--- src/common/rcs_defs.svh ---
// offsets, bit positions, reset values and vectors of the reset-cause block
`ifndef RCS_DEFS_SVH
`define RCS_DEFS_SVH

`define RCS_OFF_CAUSE       8'h00
`define RCS_OFF_STATUS      8'h04
`define RCS_OFF_BROWN       8'h08
`define RCS_OFF_WDOG        8'h0C
`define RCS_OFF_IRQ_STAT    8'h10
`define RCS_OFF_IRQ_MASK    8'h14
`define RCS_OFF_CFG         8'h18

`define RCS_CAUSE_OVF       7
`define RCS_CAUSE_UNF       6
`define RCS_CAUSE_PIN       3
`define RCS_CAUSE_INSTR     2
`define RCS_CAUSE_PWR       1
`define RCS_CAUSE_BROWN     0
`define RCS_STATUS_TMO      4
`define RCS_STATUS_DOWN     3
`define RCS_BROWN_SWEN      7
`define RCS_BROWN_RDY       0
`define RCS_CFG_FAULTEN     0

`define RCS_IRQ_BOR         0
`define RCS_IRQ_PIN         1
`define RCS_IRQ_WDT_RST     2
`define RCS_IRQ_WDT_WAKE    3
`define RCS_IRQ_INT_WAKE    4
`define RCS_IRQ_INSTR       5
`define RCS_IRQ_OVF         6
`define RCS_IRQ_UNF         7

`define RCS_CAUSE_RST       8'h0C
`define RCS_STATUS_RST      8'h18
`define RCS_BROWN_RST       8'h80
`define RCS_WDOG_RST        8'h00
`define RCS_CFG_RST         8'h01
`define RCS_IRQ_MASK_RST    8'h00

`define RCS_CAUSE_WMASK     8'hCF
`define RCS_STATUS_WMASK    8'h07
`define RCS_BROWN_WMASK     8'h80
`define RCS_WDOG_WMASK      8'h3F
`define RCS_CFG_WMASK       8'h01

`define RCS_RESET_VEC       15'h0000
`define RCS_IRQ_VEC         15'h0004
`define RCS_PC_STEP         15'h0001

`endif

--- src/common/rcs_pkg.sv ---
// types shared by the reset-cause block
package rcs_pkg;
  typedef logic [14:0] rcs_pc_t;

  typedef enum logic [3:0] {
    RCS_EV_NONE,
    RCS_EV_BOR,
    RCS_EV_PIN,
    RCS_EV_WDT_RST,
    RCS_EV_WDT_WAKE,
    RCS_EV_OVF,
    RCS_EV_UNF,
    RCS_EV_INSTR,
    RCS_EV_INT_WAKE
  } rcs_event_t;

  typedef enum logic [1:0] {
    RCS_SEQ_IDLE,
    RCS_SEQ_WAIT,
    RCS_SEQ_VECTOR
  } rcs_seq_t;
endpackage

--- src/hw/rcs_pin_sync.sv ---
// two-stage synchroniser and falling-edge detector for the clear pin
module rcs_pin_sync (
  input  wire logic clk_i,
  input  wire logic reset_n_i,
  input  wire logic pin_n_i,
  output logic      fall_o
);
  logic meta_reg;
  logic sync_reg;
  logic last_reg;
  logic fall_reg;

  // pin idles high through its pull-up, so reset to one
  always_ff @(posedge clk_i or negedge reset_n_i) begin
    if (!reset_n_i) begin
      meta_reg <= 1'b1;
      sync_reg <= 1'b1;
      last_reg <= 1'b1;
      fall_reg <= 1'b0;
    end else begin
      meta_reg <= pin_n_i;
      sync_reg <= meta_reg;
      last_reg <= sync_reg;
      fall_reg <= last_reg & ~sync_reg;
    end
  end

  assign fall_o = fall_reg;
endmodule

--- src/hw/rcs_top.sv ---
// reset-cause flags, program-counter redirection and register slave
//
// Behaviour
// - every reset updates cause flags or status
// - power-on gives flags 00 110x, status 1 1000
// - power-on always sets power-down flag
// - brown-out clears brown-out and stack flags
// - watchdog resets awake, wakes asleep
// - interrupt wake sets timeout, clears power-down
// - interrupt wake with interrupts enabled vectors after one instruction
// - pin reset clears pin flag, restarts
// - reset instruction clears its flag, restarts
// - enabled stack overflow sets bit 7, restarts
// - enabled stack underflow sets bit 6, restarts
// - pin and instruction flags: firmware sets, hardware clears
// - unimplemented bits read zero
// - stack faults reset only when enabled
//
// The AHB-Lite slave port and the register offsets are this design's own decisions.
`include "rcs_defs.svh"

module rcs_top (
  input  wire logic            clk_i,
  input  wire logic            reset_n_i,
  input  wire logic            hsel_i,
  input  wire logic [31:0]     haddr_i,
  input  wire logic [1:0]      htrans_i,
  input  wire logic            hwrite_i,
  input  wire logic [2:0]      hsize_i,
  input  wire logic [31:0]     hwdata_i,
  input  wire logic            hready_i,
  output logic      [31:0]     hrdata_o,
  output logic                 hreadyout_o,
  output logic                 hresp_o,
  input  wire logic            bor_event_i,
  input  wire logic            wdt_timeout_i,
  input  wire logic            int_wake_i,
  input  wire logic            reset_instr_i,
  input  wire logic            stack_overflow_i,
  input  wire logic            stack_underflow_i,
  input  wire logic            master_clear_pin_n_i,
  input  wire logic            sleep_i,
  input  wire logic            global_irq_enable_i,
  input  wire logic            instr_done_i,
  input  wire logic            borrdy_i,
  input  wire rcs_pkg::rcs_pc_t pc_i,
  output logic                 core_reset_o,
  output logic                 pc_load_o,
  output rcs_pkg::rcs_pc_t     pc_value_o,
  output logic                 ret_push_o,
  output rcs_pkg::rcs_pc_t     ret_addr_o,
  output logic                 bor_sw_enable_o,
  output logic      [4:0]      wdt_prescale_o,
  output logic                 wdt_sw_enable_o,
  output logic                 irq_o
);
  import rcs_pkg::*;

  function automatic logic [7:0] rcs_merge(input logic [7:0] old_v,
                                           input logic [7:0] new_v,
                                           input logic [7:0] mask);
    rcs_merge = (old_v & ~mask) | (new_v & mask);
  endfunction

  function automatic logic rcs_hit(input logic [7:0] addr, input logic [7:0] off);
    rcs_hit = (addr == off);
  endfunction

  logic [7:0]  cause_reg;
  logic [7:0]  cause_next;
  logic [7:0]  status_reg;
  logic [7:0]  status_next;
  logic [7:0]  brown_reg;
  logic [7:0]  brown_next;
  logic [7:0]  wdog_reg;
  logic [7:0]  wdog_next;
  logic [7:0]  cfg_reg;
  logic [7:0]  cfg_next;
  logic [7:0]  irq_stat_reg;
  logic [7:0]  irq_stat_next;
  logic [7:0]  irq_mask_reg;
  logic [7:0]  irq_mask_next;
  logic        wr_pend_reg;
  logic [7:0]  wr_addr_reg;
  logic [31:0] hrdata_reg;
  logic        hreadyout_reg;
  logic        irq_reg;
  logic        core_reset_reg;
  logic        pc_load_reg;
  rcs_pc_t     pc_value_reg;
  logic        ret_push_reg;
  rcs_pc_t     ret_addr_reg;
  rcs_seq_t    seq_reg;
  rcs_seq_t    seq_next;
  logic        core_reset_next;
  logic        pc_load_next;
  rcs_pc_t     pc_value_next;
  logic        ret_push_next;
  rcs_pc_t     ret_addr_next;

  // bus decode
  wire        bus_take   = hsel_i & hready_i & htrans_i[1];
  wire        bus_rd     = bus_take & ~hwrite_i;
  wire [7:0]  rd_addr    = haddr_i[7:0];
  wire [7:0]  wdata8     = hwdata_i[7:0];
  wire        wr_cause   = wr_pend_reg & rcs_hit(wr_addr_reg, `RCS_OFF_CAUSE);
  wire        wr_status  = wr_pend_reg & rcs_hit(wr_addr_reg, `RCS_OFF_STATUS);
  wire        wr_brown   = wr_pend_reg & rcs_hit(wr_addr_reg, `RCS_OFF_BROWN);
  wire        wr_wdog    = wr_pend_reg & rcs_hit(wr_addr_reg, `RCS_OFF_WDOG);
  wire        wr_mask    = wr_pend_reg & rcs_hit(wr_addr_reg, `RCS_OFF_IRQ_MASK);
  wire        wr_cfg     = wr_pend_reg & rcs_hit(wr_addr_reg, `RCS_OFF_CFG);
  wire        rd_irq     = bus_rd & rcs_hit(rd_addr, `RCS_OFF_IRQ_STAT);

  // event qualification
  wire        pin_fall;
  wire        fault_en   = cfg_reg[`RCS_CFG_FAULTEN];
  wire        ev_ovf     = stack_overflow_i & fault_en;
  wire        ev_unf     = stack_underflow_i & fault_en;
  wire        ev_wdt_rst = wdt_timeout_i & ~sleep_i;
  wire        ev_wdt_wk  = wdt_timeout_i & sleep_i;
  wire        ev_int_wk  = int_wake_i & sleep_i;

  // one cause per cycle; the stronger reset wins
  wire rcs_event_t ev_sel =
    bor_event_i   ? RCS_EV_BOR      :
    pin_fall      ? RCS_EV_PIN      :
    ev_wdt_rst    ? RCS_EV_WDT_RST  :
    ev_wdt_wk     ? RCS_EV_WDT_WAKE :
    ev_ovf        ? RCS_EV_OVF      :
    ev_unf        ? RCS_EV_UNF      :
    reset_instr_i ? RCS_EV_INSTR    :
    ev_int_wk     ? RCS_EV_INT_WAKE : RCS_EV_NONE;

  wire [7:0] irq_set = {ev_unf, ev_ovf, reset_instr_i, ev_int_wk,
                        ev_wdt_wk, ev_wdt_rst, pin_fall, bor_event_i};

  // read data use next values, except the irq status register, so a write just before is seen
  wire [7:0] rd_byte =
    rcs_hit(rd_addr, `RCS_OFF_CAUSE)    ? cause_next    :
    rcs_hit(rd_addr, `RCS_OFF_STATUS)   ? status_next   :
    rcs_hit(rd_addr, `RCS_OFF_BROWN)    ? brown_next    :
    rcs_hit(rd_addr, `RCS_OFF_WDOG)     ? wdog_next     :
    rcs_hit(rd_addr, `RCS_OFF_IRQ_STAT) ? irq_stat_reg  :
    rcs_hit(rd_addr, `RCS_OFF_IRQ_MASK) ? irq_mask_next :
    rcs_hit(rd_addr, `RCS_OFF_CFG)      ? cfg_next      : 8'h00;

  rcs_pin_sync u_pin_sync (
    .clk_i     (clk_i),
    .reset_n_i (reset_n_i),
    .pin_n_i   (master_clear_pin_n_i),
    .fall_o    (pin_fall)
  );

  // cause flags: software write first, hardware event overrides it
  always_comb begin
    cause_next  = wr_cause ? rcs_merge(cause_reg, wdata8, `RCS_CAUSE_WMASK) : cause_reg;
    status_next = wr_status ? rcs_merge(status_reg, wdata8, `RCS_STATUS_WMASK) : status_reg;
    case (ev_sel)
      RCS_EV_BOR: begin
        cause_next[`RCS_CAUSE_OVF]    = 1'b0;
        cause_next[`RCS_CAUSE_UNF]    = 1'b0;
        cause_next[`RCS_CAUSE_PIN]    = 1'b1;
        cause_next[`RCS_CAUSE_INSTR]  = 1'b1;
        cause_next[`RCS_CAUSE_BROWN]  = 1'b0;
        status_next[`RCS_STATUS_TMO]  = 1'b1;
        status_next[`RCS_STATUS_DOWN] = 1'b1;
      end
      RCS_EV_PIN: begin
        cause_next[`RCS_CAUSE_PIN] = 1'b0;
        if (sleep_i) begin
          status_next[`RCS_STATUS_TMO]  = 1'b1;
          status_next[`RCS_STATUS_DOWN] = 1'b0;
        end
      end
      RCS_EV_WDT_RST: begin
        status_next[`RCS_STATUS_TMO] = 1'b0;
      end
      RCS_EV_WDT_WAKE: begin
        status_next[`RCS_STATUS_TMO]  = 1'b0;
        status_next[`RCS_STATUS_DOWN] = 1'b0;
      end
      RCS_EV_OVF: begin
        cause_next[`RCS_CAUSE_OVF] = 1'b1;
      end
      RCS_EV_UNF: begin
        cause_next[`RCS_CAUSE_UNF] = 1'b1;
      end
      RCS_EV_INSTR: begin
        cause_next[`RCS_CAUSE_INSTR] = 1'b0;
      end
      RCS_EV_INT_WAKE: begin
        status_next[`RCS_STATUS_TMO]  = 1'b1;
        status_next[`RCS_STATUS_DOWN] = 1'b0;
      end
      default: begin
      end
    endcase
  end

  // control registers
  assign brown_next  = {wr_brown ? wdata8[`RCS_BROWN_SWEN] : brown_reg[`RCS_BROWN_SWEN],
                        6'h00, borrdy_i};
  assign wdog_next   = wr_wdog ? rcs_merge(wdog_reg, wdata8, `RCS_WDOG_WMASK) : wdog_reg;
  assign cfg_next    = wr_cfg ? rcs_merge(cfg_reg, wdata8, `RCS_CFG_WMASK) : cfg_reg;
  assign irq_mask_next = wr_mask ? wdata8 : irq_mask_reg;
  // a read clears only what it returned; a set in the same cycle survives
  assign irq_stat_next = (irq_stat_reg & ~(rd_irq ? irq_stat_reg : 8'h00)) | irq_set;

  // redirection of the program counter
  always_comb begin
    seq_next        = seq_reg;
    core_reset_next = 1'b0;
    pc_load_next    = 1'b0;
    pc_value_next   = pc_value_reg;
    ret_push_next   = 1'b0;
    ret_addr_next   = ret_addr_reg;
    case (ev_sel)
      RCS_EV_BOR, RCS_EV_PIN, RCS_EV_WDT_RST, RCS_EV_OVF, RCS_EV_UNF, RCS_EV_INSTR: begin
        core_reset_next = 1'b1;
        pc_load_next    = 1'b1;
        pc_value_next   = `RCS_RESET_VEC;
        seq_next        = RCS_SEQ_IDLE;
      end
      RCS_EV_WDT_WAKE: begin
        pc_load_next  = 1'b1;
        pc_value_next = pc_i + `RCS_PC_STEP;
        seq_next      = RCS_SEQ_IDLE;
      end
      RCS_EV_INT_WAKE: begin
        pc_load_next  = 1'b1;
        pc_value_next = pc_i + `RCS_PC_STEP;
        seq_next      = global_irq_enable_i ? RCS_SEQ_WAIT : RCS_SEQ_IDLE;
      end
      default: begin
        case (seq_reg)
          RCS_SEQ_IDLE: begin
          end
          RCS_SEQ_WAIT: begin
            // the instruction after the sleep runs before vectoring
            if (instr_done_i) begin
              seq_next = RCS_SEQ_VECTOR;
            end
          end
          RCS_SEQ_VECTOR: begin
            ret_push_next = 1'b1;
            ret_addr_next = pc_i;
            pc_load_next  = 1'b1;
            pc_value_next = `RCS_IRQ_VEC;
            seq_next      = RCS_SEQ_IDLE;
          end
          default: begin
            seq_next = RCS_SEQ_IDLE;
          end
        endcase
      end
    endcase
  end

  // power-on is the asynchronous reset itself
  always_ff @(posedge clk_i or negedge reset_n_i) begin
    if (!reset_n_i) begin
      cause_reg  <= `RCS_CAUSE_RST;
      status_reg <= `RCS_STATUS_RST;
    end else begin
      cause_reg  <= cause_next;
      status_reg <= status_next;
    end
  end

  always_ff @(posedge clk_i or negedge reset_n_i) begin
    if (!reset_n_i) begin
      brown_reg    <= `RCS_BROWN_RST;
      wdog_reg     <= `RCS_WDOG_RST;
      cfg_reg      <= `RCS_CFG_RST;
      irq_mask_reg <= `RCS_IRQ_MASK_RST;
      irq_stat_reg <= 8'h00;
      irq_reg      <= 1'b0;
    end else begin
      brown_reg    <= brown_next;
      wdog_reg     <= wdog_next;
      cfg_reg      <= cfg_next;
      irq_mask_reg <= irq_mask_next;
      irq_stat_reg <= irq_stat_next;
      irq_reg      <= |(irq_stat_next & irq_mask_next);
    end
  end

  // zero-wait slave: write data land one cycle after the address phase
  always_ff @(posedge clk_i or negedge reset_n_i) begin
    if (!reset_n_i) begin
      wr_pend_reg   <= 1'b0;
      wr_addr_reg   <= 8'h00;
      hrdata_reg    <= 32'h0000_0000;
      hreadyout_reg <= 1'b0;
    end else begin
      wr_pend_reg   <= bus_take & hwrite_i;
      wr_addr_reg   <= bus_take ? haddr_i[7:0] : wr_addr_reg;
      hrdata_reg    <= bus_rd ? {24'h00_0000, rd_byte} : 32'h0000_0000;
      hreadyout_reg <= 1'b1;
    end
  end

  always_ff @(posedge clk_i or negedge reset_n_i) begin
    if (!reset_n_i) begin
      seq_reg        <= RCS_SEQ_IDLE;
      core_reset_reg <= 1'b0;
      pc_load_reg    <= 1'b0;
      pc_value_reg   <= `RCS_RESET_VEC;
      ret_push_reg   <= 1'b0;
      ret_addr_reg   <= `RCS_RESET_VEC;
    end else begin
      seq_reg        <= seq_next;
      core_reset_reg <= core_reset_next;
      pc_load_reg    <= pc_load_next;
      pc_value_reg   <= pc_value_next;
      ret_push_reg   <= ret_push_next;
      ret_addr_reg   <= ret_addr_next;
    end
  end

  assign hrdata_o        = hrdata_reg;
  assign hreadyout_o     = hreadyout_reg;
  assign hresp_o         = 1'b0;
  assign irq_o           = irq_reg;
  assign core_reset_o    = core_reset_reg;
  assign pc_load_o       = pc_load_reg;
  assign pc_value_o      = pc_value_reg;
  assign ret_push_o      = ret_push_reg;
  assign ret_addr_o      = ret_addr_reg;
  assign bor_sw_enable_o = brown_reg[`RCS_BROWN_SWEN];
  assign wdt_prescale_o  = wdog_reg[5:1];
  assign wdt_sw_enable_o = wdog_reg[0];
endmodule

--- config.mk ---
export PLATFORM = sky130hd
export DESIGN_NAME = rcs_top
export DESIGN_NICKNAME = d
export VERILOG_FILES = /design/src/common/rcs_pkg.sv /design/src/hw/rcs_pin_sync.sv /design/src/hw/rcs_top.sv
export VERILOG_INCLUDE_DIRS = /design/src /design/src/common
export SDC_FILE = /design/constraint.sdc
export NUM_CORES = 1
export LEC_CHECK = 0
export ABC_AREA = 1
export BUFFER_PORTS_ARGS = -buffer_cell sky130_fd_sc_hd__buf_2
export CAP_MARGIN = 0
export CORE_UTILIZATION = 30
export DETAILED_ROUTE_END_ITERATION = 8
export GPL_TIMING_DRIVEN = 0
export PLACE_DENSITY = 0.58
export REMOVE_ABC_BUFFERS = 1
export SYNTH_ARGS = -nofsm -noshare
export SYNTH_HDL_FRONTEND = slang
export SYNTH_SLANG_ARGS = --single-unit
--- constraint.sdc ---
create_clock -name clk_i -period 2.3 [get_ports clk_i]
set_input_delay 0.115 -clock clk_i [delete_from_list [all_inputs] [get_ports clk_i]]
set_output_delay 0.115 -clock clk_i [all_outputs]
set_load 0.1 [all_outputs]
==> results <==
- The run finished with clean final reports.
- The path class of the lowest-slack min-delay path is input port to flop.
- The period utilization is 82.00%.
- The slew at the pin closest to its max-slew limit is 0.6394 ns.
- The floorplan die area is 0.01609 mm^2.
- The number of sinks on the clock net is 93.
- For this configuration, the core starts out at a cell density of 30.77%.
- The total overflow left after global routing is 0.
- The final route contains 3847 vias.
- The final-stage net count is 767.
- After the first detailed-routing iteration, the DRC count stood at 238.
- 0 antenna diodes ended up in the layout.
- A synthesized cell averages 8.382 um^2.
- Yosys mapped the design onto 47 distinct sky130hd cell types.
- The number of port buffers is 97.
- The routed design uses 497 um of met3 wire.
- The number of pins with negative max-slew slack in the final report is 0.
- The placed instance area is 0.005294 mm^2.
- The number of buffer and inverter instances along the worst setup path is 0.
- The uppermost signal routing layer after detailed routing is met4.
- The delay of the slowest cell on the worst path is 0.57 ns.
- In the layout the commonest cells are 155 x sky130_fd_sc_hd__nand2_1, 96 x sky130_fd_sc_hd__buf_2, 84 x sky130_fd_sc_hd__dfrtp_1.
- In this run the remaining antenna-violating nets after routing total 0.
- The final setup violation count is 0.
- The count of flip-flops with a built-in enable after synthesis is 0.
- The clock reaches the later pin of the worst-skew pair after 0.35 ns.
- CTS placed an instance of sky130_fd_sc_hd__clkbuf_16 at the clock tree root.
- The number of global-route vias before repair came to 3631.
- Dividing the detail-routed wire length by the instance count gives 13.42 um.
- The most prevalent standard cell on the critical path is sky130_fd_sc_hd__nand2_1.
- The final hold violation count is 0.
- For this run, the leading register cell type out of synthesis is sky130_fd_sc_hd__dfrtp_1.
- During synthesis, Yosys emitted a total of 0 warnings.
- The synthesized area is 0.004677 mm^2.
- The cell area after layout is 0.005663 mm^2.
- The clock tree synthesis step divided the H-tree into 3 levels.
- For the worst setup path, the data required time is 2.55 ns.
- In this run the core area contains 45 standard-cell rows.
- The worst voltage drop across the vdd grid is 0.3163 mV.
- The power per standard cell area is 722.9 mW/mm^2.
- The power after layout is 4.094 mW.
- The share of final-layout standard cells stronger than drive strength 1 is 23.10%.
- Summed over all nets, wire length on met2 after detailed routing comes to 5.077 mm.
- The largest fanout on the critical path is 12.
- By startpoint and endpoint, the worst setup path is classified as flop to flop.
- Counting the fill cells in the layout gives 1610.
- On the critical path, the stage with the largest delay is an instance of sky130_fd_sc_hd__dfstp_2.
- The number of buffers inserted by post-CTS setup repair is 0.
- The final period demand of the worst path is 1.886 ns.
- The worst hold slack after final layout is 0.02523 ns.
- The detailed-route DRC error count is 0.
- The met1 routed wirelength after detailed routing is 5.769 mm.
- The post-CTS clock slew at the launch and capture registers of the worst setup and hold paths is 0.06 ns.
- Setup repair after global routing left no endpoint under its margin.
- The cell count after synthesis came out at 558.
- Walking the worst path, the cells encountered are nand2_1 > nand2_2 > nand2_1 > nand2_1 > nand2_1 > nand3_2 > nand3_1 > nand2_1 > nand2_1 > a21oi_1.
- For this design the static power due to leakage is 3.005 nW.
- The startpoint type of the worst setup path is a flop.
- Global routing used 15.38% of the available tracks.
- The final worst clock skew is 0.01470 ns.
- The count of boundary I/O pins is 175.
- The core area is 0.01520 mm^2.
- The final layout contains routed wiring with a total length of 11.53 mm.
- In this run, CTS created clock tree buffers numbering 9.
- TritonCTS built the clock tree.
- After synthesis the netlist holds a flip-flop and latch count of 93.
- From synthesis to final layout, the design area changed by 21.08%.
- Once detailed placement completed, the half-perimeter wirelength came to 8.714 mm.
- The sequential share of the synthesized area is 50.00%.
- The initial antenna violation count was 0.
- The final weighted congestion in routability-driven placement is 0.8330.
- Derived from the worst setup path, the maximum achievable clock frequency is 0.5303 GHz.
- The element type at the critical path end is a flop.
- The maximum buffer depth of the clock tree is 2.
- After synthesis, the share of flip-flops with an asynchronous set or reset is 100.0%.
- The pre-antenna-repair detailed-routing pass consisted of 5 iterations.
- The most common library cell in the layout ignoring fill and taps is sky130_fd_sc_hd__nand2_1.
- The die outline height is 126.9 um.
- The relative max-transition margin is 57.33%.
- The pin count of the biggest net entering global routing is 66.
- Broken down by cell family, the worst path's largest delay share belongs to simple AND/OR/NAND/NOR gates.
- Using the TritonRoute via totals, the vias-per-cell ratio works out to 4.478.
- In this run the horizontal extent of the chip is 126.9 um.
- Including well taps, the total number of placed cells is 837.
- The final standard cell count with taps included and fillers excluded is 859.
- Data on the critical path arrives at its endpoint at 2.14 ns.
- The wire length of the first global-routing pass is 18.98 mm.
- Across the run, the number of max-cap violations was 0.
## metal layers
metal / global-route usage, % / vias to the layer above
met5: 0 / -
met4: 5.462 / 0
met3: 3.205 / 15
met2: 22.88 / 94
met1: 22.01 / 1791
li1: - / 1947
## worst register-to-register path, stage by stage, from the launching register on
cell	delay, ns
sky130_fd_sc_hd__dfstp_2	0.57
sky130_fd_sc_hd__nand2_1	0.11
sky130_fd_sc_hd__nand2_2	0.12
sky130_fd_sc_hd__nand2_1	0.07
sky130_fd_sc_hd__nand2_1	0.10
sky130_fd_sc_hd__nand2_1	0.12
sky130_fd_sc_hd__nand3_2	0.24
sky130_fd_sc_hd__nand3_1	0.11
sky130_fd_sc_hd__nand2_1	0.10
sky130_fd_sc_hd__nand2_1	0.05
sky130_fd_sc_hd__a21oi_1	0.19
## area by class of cell
cell class / count / area [um^2] / area share [%]
flip-flops and latches: 93 / 2338 / 41.29
repair buffers: 105 / 590.6 / 10.43
inverters: 74 / 277.8 / 4.905
well taps: 188 / 235.2 / 4.154
clock buffers: 14 / 244.0 / 4.308
clock inverters: 2 / 60.06 / 1.061
multi-input cells: 383 / 1917 / 33.85
## kinds of logic (layout without fill, tap and decap cells)
group           Yosys count  after routing  synth area share (%)
compound gates           85             85                 10.92
xor+xnor                  6              6                 1.124
simple gates            254            254                 23.78
flops                    93             93                 50.00
mux                      11             11                 2.649
other cells               2             26                0.1606
buf+inv                 106            195                 11.10
fa+ha+maj                 1              1                0.2675
## power by group
part           total (mW)  leakage (nW)  internal [mW]  switching (mW)
Combinational       0.766          1.75          0.142           0.624
Clock                1.56         0.145          0.956           0.608
Sequential           1.76          1.11           1.72          0.0397
Total                4.09          3.00           2.82            1.27
## repair_timing
item,CTS,global route
gates resized for setup,0,1
hold endpoints to repair,32,0
endpoints found under the setup margin,0,1
hold buffers,6,0
## cells in the mapped netlist, drive strengths merged (2+ instances only)
cell type	instances	area, um^2
mux2	11	123.9
o211ai	2	15.01
xnor2	2	17.52
dfstp	9	236.5
a21oi	13	68.82
or2	3	18.77
nor2	43	206.4
and3	2	12.51
inv	74	277.8
nand2	160	618.1
xor2	4	35.03
a31oi	2	12.51
dfrtp	84	2102
a22o	2	17.52
and2	2	12.51
nand3	33	170.2
o21ai	53	295.3
nor3	5	35.03
conb	2	7.510
buf	31	237.7
nand4	5	31.28
o21a	5	37.54
## stage by stage
stage | utilization (%) | setup TNS, ns | worst slack, ns
detailed placement | 34.82 | 0 | 0.2104
finish | 37.25 | 0 | 0.4141
global route | 37.25 | 0 | 0.1533
CTS | 37.22 | 0 | 0.1984
floorplan | - | 0 | 0.2075
global placement | 34.51 | -4.194 | -0.3453
## final timing paths
path	end	cells after the start	start	slack, ns
setup / recovery	hrdata_o[3]	10	cfg_reg[0]	0.41
hold / removal	pc_value_o[0]	2	pc_i[0]	0.03
setup reg to reg	hrdata_o[3]	10	cfg_reg[0]	0.41
hold reg to reg	u_pin_sync.sync_reg	0	u_pin_sync.meta_reg	0.36
max in group asynchronous	cause_reg[2]	3	reset_n_i	1.35
min in group asynchronous	ret_addr_o[10]	2	reset_n_i	0.26
Power figures use the tool's default switching activity.
